**src/common/cc_module_map.vh**
```
// Purpose: Offsets, field positions, reset values and timing counts.
// Assumes: Byte addresses on a 32-bit AHB-Lite register bus.
// Notes:   Definitions only.
`ifndef CC_MODULE_MAP_VH
`define CC_MODULE_MAP_VH

// Register byte addresses.
`define OFS_MODE        8'h00
`define OFS_CMP_LOW     8'h04
`define OFS_CMP_HIGH    8'h08
`define OFS_PULSE_CFG   8'h0C
`define OFS_STATUS      8'h10
`define OFS_COUNTER     8'h14
`define OFS_PIN         8'h18

// Mode register fields.
`define MODE_IRQ_EN     0
`define MODE_TOGGLE     1
`define MODE_MATCH      2
`define MODE_FALL       3
`define MODE_RISE       4
`define MODE_COMP_ON    5
`define MODE_PWM        6
`define MODE_RESET      8'h00

// Pulse configuration register fields.
`define CFG_CYCLE_LENGTH_SELECT_LO    0
`define CFG_CYCLE_LENGTH_SELECT_HI    1
`define CFG_RELOAD_VIEW 7
`define CFG_RESET       8'h00

// Status register fields (write one to clear).
`define STAT_EVENT      0
`define STAT_OVF        1

// Counter prescaler: one counter tick every this many system clocks.
`define TICK_DIV_RESET  16'h0001

`endif

```
**src/verilog/cc_module.v**
```verilog
// Purpose: One capture/compare module of a counter array with its counter.
// Assumes: Single AHB-Lite master, whole-word single transfers.
// Notes:   Modes: capture, software timer, high-speed output,
//          frequency output and 8 to 11-bit pulse width modulation.
// How it works
// - Qualifying pin edge copies counter into compare.
// - Rise and fall enables pick capture edge.
// - Capture sets event flag; irq only if enabled.
// - Event flag cleared only by software write.
// - Pin level stays readable after any capture.
// - Software timer sets flag on 16-bit match.
// - Low byte write clears, high sets comparator.
// - High-speed output toggles pin on match.
// - Comparator off freezes high-speed output pin.
// - Frequency mode toggles, adds high to low.
// - High byte zero means half-period 256.
// - Frequency mode match flag on 16-bit equality.
// - Each module picks its own PWM cycle length.
// - 8-bit PWM: set on match, clear on overflow.
// - 8-bit PWM reloads low from high byte.
// - Comparator off gives constant low PWM.
// - PWM match with match enable sets flag.
// - Overflow flag every 2^N counter clocks.
// - Reload view routes compare bytes to reload.
// - N-bit PWM: match high, overflow low, reload.
// - Cycle select 00..11 means 8..11 bits.
`timescale 1ns/1ps
`default_nettype none
`include "cc_module_map.vh"

module cc_module #(
	parameter [15:0] TICK_DIV = `TICK_DIV_RESET
) (
	// Clock and reset
	input  wire        clk,
	input  wire        rst_b,
	// AHB-Lite slave
	input  wire        hsel,
	input  wire [31:0] haddr,
	input  wire [1:0]  htrans,
	input  wire        hwrite,
	input  wire [2:0]  hsize,
	input  wire [31:0] hwdata,
	input  wire        hready,
	output reg  [31:0] hrdata,
	output reg         hreadyout,
	output reg         hresp,
	// Module pin
	input  wire        module_io_pin_in,
	output reg         module_io_pin_out,
	output reg         module_io_pin_oe,
	// Event request towards the interrupt tree
	output reg         module_event_irq
);
	// ************************************************************
	// Reset release
	// ************************************************************
	reg rst_m;
	reg rst_sync_b;
	always @(posedge clk or negedge rst_b) begin
		if (!rst_b) begin
			rst_m      <= 1'b0;
			rst_sync_b <= 1'b0;
		end else begin
			rst_m      <= 1'b1;
			rst_sync_b <= rst_m;
		end
	end

	// ************************************************************
	// Registers and state
	// ************************************************************
	reg  [7:0]  module_mode_register;
	reg  [7:0]  pulse_config_register;
	reg  [15:0] module_compare_value;
	reg  [10:0] reload_value;
	reg  [15:0] counter;
	reg  [15:0] tick_cnt;
	reg         module_event_flag;
	reg         partial_overflow_flag;
	reg         pin_prev;
	wire        pin_level;

	wire comparator_on    = module_mode_register[`MODE_COMP_ON];
	wire match_flag_en    = module_mode_register[`MODE_MATCH];
	wire toggle_en        = module_mode_register[`MODE_TOGGLE];
	wire pulse_mod_en     = module_mode_register[`MODE_PWM];
	wire rise_capture_en  = module_mode_register[`MODE_RISE];
	wire fall_capture_en  = module_mode_register[`MODE_FALL];
	wire irq_en           = module_mode_register[`MODE_IRQ_EN];
	wire [1:0] cycle_length_select =
		pulse_config_register[`CFG_CYCLE_LENGTH_SELECT_HI:`CFG_CYCLE_LENGTH_SELECT_LO];
	wire reload_view_select = pulse_config_register[`CFG_RELOAD_VIEW];

	pin_sync3 u_sync (
		.clk        (clk),
		.rst_sync_b (rst_sync_b),
		.pin_async  (module_io_pin_in),
		.pin_level  (pin_level)
	);

	// ************************************************************
	// Counter timebase
	// ************************************************************
	// Timebase selection lives outside this block; a fixed divider
	// stands in for it so the counter advances on a one-cycle enable.
	wire tick = (tick_cnt == TICK_DIV - 16'h0001);
	always @(posedge clk or negedge rst_sync_b) begin
		if (!rst_sync_b) begin
			tick_cnt <= 16'h0000;
			counter  <= 16'h0000;
		end else if (tick) begin
			tick_cnt <= 16'h0000;
			counter  <= counter + 16'h0001;
		end else begin
			tick_cnt <= tick_cnt + 16'h0001;
		end
	end

	// ************************************************************
	// Mode decode and compare logic
	// ************************************************************
	wire capture_mode = !comparator_on && !pulse_mod_en && !toggle_en &&
		!match_flag_en && (rise_capture_en || fall_capture_en);
	wire timer_mode   = comparator_on && match_flag_en && !toggle_en &&
		!pulse_mod_en;
	wire hso_mode     = toggle_en && match_flag_en && !pulse_mod_en;
	wire freq_mode    = toggle_en && pulse_mod_en;
	wire pwm_mode     = pulse_mod_en && !toggle_en;

	reg [10:0] n_mask;
	reg [11:0] ovf_bit;
	always @* begin
		case (cycle_length_select)
		2'b00: begin
			n_mask  = 11'h0FF;
			ovf_bit = 12'h100;
		end
		2'b01: begin
			n_mask  = 11'h1FF;
			ovf_bit = 12'h200;
		end
		2'b10: begin
			n_mask  = 11'h3FF;
			ovf_bit = 12'h400;
		end
		default: begin
			n_mask  = 11'h7FF;
			ovf_bit = 12'h800;
		end
		endcase
	end

	wire [11:0] cnt_n      = {1'b0, counter[10:0] & n_mask};
	wire [11:0] cnt_n_next = cnt_n + 12'h001;
	wire pwm_ovf  = tick && ((cnt_n_next & {1'b0, n_mask}) == 12'h000) &&
		((cnt_n_next & ovf_bit) != 12'h000);
	wire full_eq  = tick && (counter == module_compare_value);
	wire low_eq   = tick && (counter[7:0] == module_compare_value[7:0]);
	wire pwm_eq   = tick && ((counter[10:0] & n_mask) ==
		(module_compare_value[10:0] & n_mask));

	wire rise_edge  = pin_level && !pin_prev;
	wire fall_edge  = !pin_level && pin_prev;
	wire capture_ev = capture_mode &&
		((rise_capture_en && rise_edge) || (fall_capture_en && fall_edge));

	reg event_set;
	always @* begin
		event_set = 1'b0;
		if (capture_ev)
			event_set = 1'b1;
		else if (timer_mode && full_eq)
			event_set = 1'b1;
		else if (hso_mode && comparator_on && full_eq)
			event_set = 1'b1;
		else if (freq_mode && comparator_on && match_flag_en && full_eq)
			event_set = 1'b1;
		else if (pwm_mode && comparator_on && match_flag_en && pwm_eq)
			event_set = 1'b1;
	end

	// ************************************************************
	// AHB-Lite slave
	// ************************************************************
	reg        ph_write;
	reg        ph_valid;
	reg [7:0]  ph_addr;
	wire       take = hsel && htrans[1] && hready;

	always @(posedge clk or negedge rst_sync_b) begin
		if (!rst_sync_b) begin
			ph_write <= 1'b0;
			ph_valid <= 1'b0;
			ph_addr  <= 8'h00;
		end else begin
			ph_valid <= take;
			ph_write <= take && hwrite;
			if (take)
				ph_addr <= haddr[7:0];
		end
	end

	wire wr         = ph_valid && ph_write;
	wire wr_low     = wr && (ph_addr == `OFS_CMP_LOW);
	wire wr_high    = wr && (ph_addr == `OFS_CMP_HIGH);
	wire wr_status  = wr && (ph_addr == `OFS_STATUS);

	// ************************************************************
	// Register updates and pin behaviour
	// ************************************************************
	reg [15:0] next_cmp;
	always @* begin
		next_cmp = module_compare_value;
		if (capture_ev)
			next_cmp = counter;
		else if (freq_mode && comparator_on && low_eq)
			next_cmp[7:0] = module_compare_value[7:0] +
				module_compare_value[15:8];
		else if (pwm_mode && pwm_ovf && cycle_length_select == 2'b00)
			next_cmp[7:0] = module_compare_value[15:8];
		else if (pwm_mode && pwm_ovf)
			next_cmp = {5'h00, reload_value};
		if (wr_low && !reload_view_select)
			next_cmp[7:0] = hwdata[7:0];
		if (wr_high && !reload_view_select)
			next_cmp[15:8] = hwdata[7:0];
	end

	always @(posedge clk or negedge rst_sync_b) begin
		if (!rst_sync_b) begin
			module_mode_register  <= `MODE_RESET;
			pulse_config_register <= `CFG_RESET;
			module_compare_value  <= 16'h0000;
			reload_value          <= 11'h000;
			module_event_flag     <= 1'b0;
			partial_overflow_flag <= 1'b0;
			pin_prev              <= 1'b0;
		end else begin
			pin_prev             <= pin_level;
			module_compare_value <= next_cmp;
			if (wr && ph_addr == `OFS_MODE)
				module_mode_register <= hwdata[7:0];
			if (wr && ph_addr == `OFS_PULSE_CFG)
				pulse_config_register <= hwdata[7:0];
			if (wr_low)
				module_mode_register[`MODE_COMP_ON] <= 1'b0;
			if (wr_high)
				module_mode_register[`MODE_COMP_ON] <= 1'b1;
			if (wr_low && reload_view_select)
				reload_value[7:0] <= hwdata[7:0];
			if (wr_high && reload_view_select)
				reload_value[10:8] <= hwdata[2:0];
			// Set wins over a clear in the same cycle.
			if (event_set)
				module_event_flag <= 1'b1;
			else if (wr_status && hwdata[`STAT_EVENT])
				module_event_flag <= 1'b0;
			if (pwm_mode && pwm_ovf)
				partial_overflow_flag <= 1'b1;
			else if (wr_status && hwdata[`STAT_OVF])
				partial_overflow_flag <= 1'b0;
		end
	end

	// Pin driver. Capture and software timer leave the pin undriven.
	always @(posedge clk or negedge rst_sync_b) begin
		if (!rst_sync_b) begin
			module_io_pin_out <= 1'b0;
			module_io_pin_oe  <= 1'b0;
		end else begin
			module_io_pin_oe <= hso_mode || freq_mode || pwm_mode;
			if (hso_mode) begin
				if (comparator_on && full_eq)
					module_io_pin_out <= !module_io_pin_out;
			end else if (freq_mode) begin
				if (comparator_on && low_eq)
					module_io_pin_out <= !module_io_pin_out;
			end else if (pwm_mode) begin
				if (!comparator_on)
					module_io_pin_out <= 1'b0;
				else if (pwm_ovf)
					module_io_pin_out <= 1'b0;
				else if (pwm_eq)
					module_io_pin_out <= 1'b1;
			end
		end
	end

	// ************************************************************
	// Read data and responses
	// ************************************************************
	reg [31:0] next_rdata;
	always @* begin
		next_rdata = 32'h0000_0000;
		case (haddr[7:0])
		`OFS_MODE:      next_rdata[7:0] = module_mode_register;
		`OFS_CMP_LOW:   next_rdata[7:0] = reload_view_select ?
			reload_value[7:0] : module_compare_value[7:0];
		`OFS_CMP_HIGH:  next_rdata[7:0] = reload_view_select ?
			{5'h00, reload_value[10:8]} : module_compare_value[15:8];
		`OFS_PULSE_CFG: next_rdata[7:0] = pulse_config_register;
		`OFS_STATUS:    next_rdata[1:0] =
			{partial_overflow_flag, module_event_flag};
		`OFS_COUNTER:   next_rdata[15:0] = counter;
		`OFS_PIN:       next_rdata[0] = pin_level;
		default:        next_rdata = 32'h0000_0000;
		endcase
	end

	always @(posedge clk or negedge rst_sync_b) begin
		if (!rst_sync_b) begin
			hrdata           <= 32'h0000_0000;
			hreadyout        <= 1'b1;
			hresp            <= 1'b0;
			module_event_irq <= 1'b0;
		end else begin
			hreadyout <= 1'b1;
			hresp     <= 1'b0;
			if (take && !hwrite)
				hrdata <= next_rdata;
			module_event_irq <= module_event_flag && irq_en;
		end
	end
endmodule // cc_module

`default_nettype wire

```
**src/verilog/pin_sync3.v**
```verilog
// Purpose: Three-stage synchroniser for the module pin input.
// Assumes: Pin level may change at any time relative to clk.
// Notes:   A change counts once the second and third stages agree.
`timescale 1ns/1ps
`default_nettype none

module pin_sync3 (
	// Clock and reset
	input  wire clk,
	input  wire rst_sync_b,
	// Pin in, clean level out
	input  wire pin_async,
	output reg  pin_level
);
	reg s1;
	reg s2;
	reg s3;

	always @(posedge clk or negedge rst_sync_b) begin
		if (!rst_sync_b) begin
			s1        <= 1'b0;
			s2        <= 1'b0;
			s3        <= 1'b0;
			pin_level <= 1'b0;
		end else begin
			s1 <= pin_async;
			s2 <= s1;
			s3 <= s2;
			if (s2 == s3)
				pin_level <= s3;
		end
	end
endmodule // pin_sync3

`default_nettype wire

```
**config.mk**
```make
export PLATFORM = sky130hd
export DESIGN_NAME = cc_module
export DESIGN_NICKNAME = d
export VERILOG_FILES = /design/src/verilog/cc_module.v /design/src/verilog/pin_sync3.v
export VERILOG_INCLUDE_DIRS = /design/src /design/src/common
export SDC_FILE = /design/constraint.sdc
export NUM_CORES = 1
export LEC_CHECK = 0
export BUFFER_PORTS_ARGS = -buffer_cell sky130_fd_sc_hd__buf_2
export CAP_MARGIN = 15
export CORE_MARGIN = 2
export CORE_UTILIZATION = 30
export DETAILED_ROUTE_END_ITERATION = 10
export SLEW_MARGIN = 0
export SYNTH_ARGS = -nofsm -noshare
export SYNTH_HDL_FRONTEND = slang
export SYNTH_HIERARCHICAL = 1
export SYNTH_SLANG_ARGS = --single-unit
```
**constraint.sdc**
```tcl
create_clock -name clk -period 4.65 [get_ports clk]
set_input_delay 0.93 -clock clk [delete_from_list [all_inputs] [get_ports clk]]
set_output_delay 0.93 -clock clk [all_outputs]
set_load 0.02 [all_outputs]
```
# Word level (Yosys, flattened, before mapping)
# Cells that the tools add are included.
[word_totals]
output_inout_bits = 37
input_bits = 75
regBits = 113
[classes]
reduce_logical = 79
bitwise_logic = 4
n_eq_ne = 21
n_mux = 37
addsub = 4
[op_table]
columns = ["op", "n"]
rows = [
  ["8-bit 2-to-1 mux", 9],
  ["1-bit logical AND", 52],
  ["16-bit 2-to-1 mux", 3],
  ["12-bit one-hot mux with 3 select lines", 1],
  ["11-bit one-hot mux with 3 select lines", 1],
  ["16-bit by 1-bit adder with 16-bit output (second input constant)", 2],
  ["8-bit by 4-bit equality test with 1-bit output (second input constant)", 4],
  ["8-bit by 5-bit equality test with 1-bit output (second input constant)", 4],
  ["6-bit one-hot mux with 5 select lines", 1],
  ["11-bit bitwise AND", 2],
  ["1-bit 2-to-1 mux", 19],
  ["16-bit equality test", 1],
  ["8-bit by 3-bit equality test with 1-bit output (second input constant)", 2],
  ["16-bit logical NOT", 1],
  ["8-bit logical NOT", 2],
  ["11-bit by 1-bit adder with 12-bit output (second input constant)", 1],
  ["12-bit by 11-bit bitwise AND with 12-bit output", 1],
  ["12-bit bitwise AND", 1],
  ["12-bit logical NOT", 1],
  ["12-bit nonzero test", 1],
  ["11-bit equality test", 1],
  ["1-bit logical NOT", 9],
  ["3-bit by 2-bit != test with 1-bit output (second input constant)", 3],
  ["3-bit nonzero test", 3],
  ["other kinds (16)", 20],
]

# Depth between registers and ports, before layout
[logic_depth]
ltp_word = 14
ltp_mapped = 11
mapped_depth_nobuf = 10

# Hierarchy
# The synthesis kept the hierarchy.
[modules_own_cells]
columns = ["module", "instances", "cells_per_inst", "seq_area_each_um2", "area_per_inst_um2"]
rows = [
  ["cc_module", 1, 591, 2727.6, 6012.0],
  ["pin_sync3", 1, 5, 100.1, 111.4],
]

# Worst setup path after synthesis
# OpenSTA, ideal clock, no wires.
[synth_timing]
path_kind = "input to register"
startpoint = "input haddr[0]"
endpoint = "register hrdata[2]"
path_buffers = 2
path_slack_ps = 2106
t_arrival_ps = 2470
stages = 7
cell_sequence = "or4_1 nor2_1 and3_1 clkbuf_1 clkbuf_1 a221oi_1 nor2_1"
[synth_via]
elab_chain_len = 2
elab_cells_between_ends = 6
cone_classes = "4 x eq/ne; 1 x mux; 1 x reduce/logical"
[synth_rtl]
columns = ["item", "line", "source"]
rows = [
  ["start, declared", "cc_module.v:39", "input wire [31:0] haddr,"],
  ["8-bit by 5-bit equality test with 1-bit output (tied with other cells)", "cc_module.v:296", "case (haddr[7:0])"],
  ["6-bit one-hot mux with 5 select lines (*)", "cc_module.v:296", ""],
  ["end signal, assigned", "cc_module.v:321", "hrdata <= next_rdata;"],
  ["end, declared", "cc_module.v:45", "output reg [31:0] hrdata,"],
]
# Every way passes the cells marked *; elsewhere a longest branch is shown, timed or not.
# A chain may end at the register's enable or synchronous reset.

# Worst setup path after layout
[layout_timing]
startpoint = "register tick_cnt[0]"
endpoint = "register module_compare_value[5]"
[layout_via]
elab_chain_len = 9
elab_cells_between_ends = 12
cone_classes = "4 x mux; 8 x reduce/logical"
[layout_rtl]
columns = ["item", "line", "source"]
rows = [
  ["start, declared", "cc_module.v:78", "reg [15:0] tick_cnt;"],
  ["start signal, assigned", "cc_module.v:116", "tick_cnt <= tick_cnt + 16'h0001;"],
  ["16-bit logical NOT (*)", "cc_module.v:107", "wire tick = (tick_cnt == TICK_DIV - 16'h0001);"],
  ["1-bit logical AND (2 in series)", "cc_module.v:156", "wire pwm_ovf = tick && ((cnt_n_next & {1'b0, n_mask}) == 12'h000) &&"],
  ["1-bit logical AND", "cc_module.v:220, cc_module.v:222", ""],
  ["1-bit logical AND", "cc_module.v:220", "else if (pwm_mode && pwm_ovf && cycle_length_select == 2'b00)"],
  ["8-bit 2-to-1 mux", "cc_module.v:220", ""],
  ["8-bit 2-to-1 mux", "cc_module.v:217", "else if (freq_mode && comparator_on && low_eq)"],
  ["16-bit 2-to-1 mux", "cc_module.v:215", "if (capture_ev)"],
  ["8-bit 2-to-1 mux", "cc_module.v:224", "if (wr_low && !reload_view_select)"],
  ["end signal, assigned", "cc_module.v:241", "module_compare_value <= next_cmp;"],
  ["end, declared", "cc_module.v:75", "reg [15:0] module_compare_value;"],
]
# Marks and branches as above.

==> impl_table.tex <==
\begin{tabular}{lr}
\hline
Metric & Value \\
\hline
\multicolumn{2}{l}{\textbf{Timing}} \\
Worst slew margin relative to its limit & 0.399 \\
Actual slew at the worst max-slew pin & 0.901 ns \\
RSZ-0062 raised after global routing & no \\
Final number of max-transition violations & 0 \\
Summed negative setup slack over all endpoints & 0 ns \\
Final setup violation count & 0 \\
Worst clock skew on the final layout & 0.00815 ns \\
Achievable frequency & 0.337 GHz \\
Time the worst path needs with I/O delays and setup & 2.96 ns \\
Tcrit/Tclk final & 0.637 \\
Final Hold Vio Count & 0 \\
\multicolumn{2}{l}{\textbf{Drt}} \\
Mean number of vias per cell & roughly 5.1 \\
Detailed Route Iter0 Violations & 485 \\
Total Wirelength & 15700 um \\
Count of antenna-violating nets left after detailed routing & 0 \\
Drt pass-1 iters & 5 \\
Vias post-DR & between 4000 and 5000 \\
Post-route DRC & 0 \\
Per-cell routed wire length & 17.2 um \\
\multicolumn{2}{l}{\textbf{Global routing}} \\
First-pass GRT wire length & 25100 um \\
Leftover overflow at the end of global routing & 0 \\
Pin count of the biggest net entering global routing & between 60 and 70 \\
Number of antenna violations at the first check in global routing & 0 \\
Number of global-route vias before repair & 4520 \\
GR Util All Layers & 0.150 \\
\multicolumn{2}{l}{\textbf{Critical path}} \\
Source of the critical timing path & tick\_cnt[0] \\
Worst setup path category & reg2reg \\
Critical Path Stages & 9 \\
FF-to-FF End & module\_compare\_value[5] \\
Crit path to & module\_compare\_value[5] \\
Slowest Stage Delay on Critical Path & 0.54 ns \\
Minimum setup slack among reg-to-reg paths & 1.69 ns \\
Critical path data required time & 4.99 ns \\
Crit. End Element & flop \\
CP arrival & 3.31 ns \\
Max FO, Critical Path & 7 \\
Kind of cell adding the most delay to the critical path & simple AND/OR/NAND/NOR gates \\
Critical path's most frequent cell & sky130\_fd\_sc\_hd\_\_o21ai\_1 \\
Path depth of the worst reg2reg path & 9 \\
Critical path launch point type & flop \\
Worst flop-to-flop path startpoint & tick\_cnt[0] \\
Sum of buffers and inverters on the critical path & 1 \\
Worst-path cell chain & inv\_1, ha\_1, nor4b\_1, nand4\_1, nor3\_2, a41o\_2, o21ai\_1, o21bai\_1, o21ai\_1 \\
Cell at the slowest stage of the critical path & sky130\_fd\_sc\_hd\_\_nor3\_2 \\
\multicolumn{2}{l}{\textbf{Layout}} \\
Fraction of final layout cells sized beyond drive strength 1 & 0.202 \\
Finished layout cell area & 7040 um\^{}2 \\
Area added between synthesis and finish & 15.0\% \\
Final-stage net count & 716 \\
Final Core Density & 0.350 \\
ANT cells & 0 \\
\multicolumn{2}{l}{\textbf{CTS}} \\
TritonCTS clock tree & done \\
Maximum clock insertion buffer count & 2 \\
Hold-fix buffers, CTS & 0 \\
Quantity of gates resized following cts & 0 \\
Inserted Clock Buffers & 17 \\
Number of levels the H-tree was split into & 4 \\
Number of buffers added for setup after CTS & 0 \\
Clock transition at the registers of the reported paths & 0.06 ns \\
Root buffer selected by CTS & sky130\_fd\_sc\_hd\_\_clkbuf\_16 \\
Clock latency at the later pin of the worst-skew pair & 0.42 ns \\
CTS Sinks & approximately 110 \\
\multicolumn{2}{l}{\textbf{Place}} \\
Weighted congestion at the end of routability-driven global placement & 0.933 \\
Post-detailed-placement cell area & 6480 um\^{}2 \\
Number of port buffers & 41 \\
Post-DP HPWL & 11200 um \\
\multicolumn{2}{l}{\textbf{Synthesis}} \\
Async set-or-reset flop fraction in the synthesized netlist & 1.00 \\
Synth Cell Area & 6120 um\^{}2 \\
Yosys warns & 6 \\
Top flip-flop cell by instance count after synthesis & sky130\_fd\_sc\_hd\_\_dfrtp\_1 \\
Post-synthesis sequential area ratio & 0.462 \\
Number of synthesized flops with an enable pin & 0 \\
Synthesized area divided by synthesized cell count & 10.3 um\^{}2 \\
Gate count of the mapped netlist & 596 \\
Count of state elements after synthesis & 113 \\
Cell variety after synth & 73 \\
\multicolumn{2}{l}{\textbf{Floorplanning}} \\
Initial Util & 0.305 \\
Number of primary I/O pins & 112 \\
Row count & between 50 and 60 \\
Die width & 147 um \\
Core footprint & about 20000 um\^{}2 \\
Total Die Area & between 20000 and 25000 um\^{}2 \\
Overall die height & 147 um \\
\multicolumn{2}{l}{\textbf{Power}} \\
Switching portion of total power & 0.268 \\
Clk network pwr share & 0.502 \\
Cell Int Power & around 1.8 mW \\
Leakage component of the power & 3.15 nW \\
Sum of internal, switching and leakage power & 2.45 mW \\
Switching power total & 0.657 mW \\
Seq pwr share & 0.437 \\
Worst IR drop on VDD & 0.000234 V \\
Pwr Density & 347 nW/um\^{}2 \\
Gate power share & 0.061 \\
\multicolumn{2}{l}{\textbf{Job}} \\
Max-cap violations & 0 \\
\multicolumn{2}{l}{\textbf{Min path}} \\
Type of the tightest min-delay check & in2async \\
\multicolumn{2}{l}{\textbf{Outcome}} \\
Run status & finished clean \\
\hline
\end{tabular}
area by class of cell:
type	instances	area, um^2
repair buffers	44	228
fillers	1995	13100
clock inverters	14	124
flip-flops and latches	113	2830
clock buffers	18	439
inverters	12	45.0
multi-input cells	441	3040
well taps	270	338
sequential cells by signal, summed over array words and instances (netlist names), 8 cells and up:
signal                 cells
reload_value              11
module_mode_register       8
module_compare_value      16
counter                   16
pulse_config_register      8
tick_cnt                  16
ph_addr                    8
hrdata                    16
cells in the final DEF, fill, tap and decap left out, drive strengths merged, types with 14 or more instances in the layout:
master and instances:
buf 44, and3 14, dfrtp 113, nand3 27, o21ai 26, clkbuf 18, mux2 35, xnor2 38
nor2 36, a21oi 14, inv 19, nand2 78, conb 19
cell families after synthesis:
logic type	Yosys count	share of synthesized area
and+or+nand+nor	203	0.174
DFF	113	0.462
AOI/OAI and AO/OA	110	0.129
buffers and inverters	59	0.0525
xor gates and xnor gates	49	0.0701
muxes	47	0.0840
adders and majority gates	13	0.0276
other	2	0.00123
through the flow:
step,cells,setup slack [ns],hold slack (ns)
floorplan,613,1.27,0.331
global placement,880,1.64,0.335
detailed placement,880,1.61,0.335
CTS,912,1.69,0.269
global route,912,1.42,0.276
finish,912,1.69,0.281
worst min-delay path by stage:
stage               slack (ns)      start  depth (start not counted)    endpoint
finish                    0.28      rst_b                          1  rst_sync_b
global route              0.28      rst_b                          1  rst_sync_b
CTS                       0.27      rst_b                          1  rst_sync_b
detailed placement        0.33  u_sync/s1                          0   u_sync/s2
global placement          0.34  u_sync/s1                          0   u_sync/s2
floorplan                 0.33      rst_m                          0  rst_sync_b
power by group through the flow:
stage                     clock, mW  sequential (mW)  combinational (mW)
after floorplan                   0             1.09              0.0986
after global placement            0             1.09               0.149
after detailed placement          0             1.09               0.151
after CTS                      1.25             1.07               0.151
after global routing           1.29             1.08               0.162
final                          1.23             1.07               0.149
worst reg2reg max path, delay by kind of cell (launching register included):
| family | cells | cell delay [ns] |
|---|---|---|
| buffers and inverters | 1 | 0.07 |
| flip-flops | 1 | 0.41 |
| adder cells (fa/ha/maj) | 1 | 0.14 |
| AND/OR/NAND/NOR | 3 | 1.25 |
| AO/OA/AOI/OAI | 4 | 1.03 |
synth_stat cells, types with 8 or more instances:
cell type,n,area share
sky130_fd_sc_hd__and3_1,13,0.013
sky130_fd_sc_hd__xnor2_1,38,0.054
sky130_fd_sc_hd__o21ai_0,19,0.016
sky130_fd_sc_hd__a221oi_1,8,0.011
sky130_fd_sc_hd__ha_1,11,0.022
sky130_fd_sc_hd__buf_4,19,0.023
sky130_fd_sc_hd__nand2_1,78,0.048
sky130_fd_sc_hd__dfrtp_1,113,0.46
sky130_fd_sc_hd__a21oi_1,14,0.011
sky130_fd_sc_hd__nand3_1,27,0.022
sky130_fd_sc_hd__mux2_2,34,0.063
sky130_fd_sc_hd__mux2i_1,12,0.020
sky130_fd_sc_hd__xor2_1,11,0.016
sky130_fd_sc_hd__clkbuf_1,19,0.012
sky130_fd_sc_hd__nor2_1,33,0.020
sky130_fd_sc_hd__inv_1,12,0.0074
metal layers:
| layer | vias up | global-route usage | part of all wire |
|---|---|---|---|
| met3 | 20 | 0.0202 | 0.053 |
| met4 | 0 | 0.0558 | 0.017 |
| met5 | - | 0 | 0 |
| li1 | 2181 | - | - |
| met1 | 2296 | 0.211 | 0.46 |
| met2 | 161 | 0.236 | 0.47 |
Power figures use the tool's default switching activity.
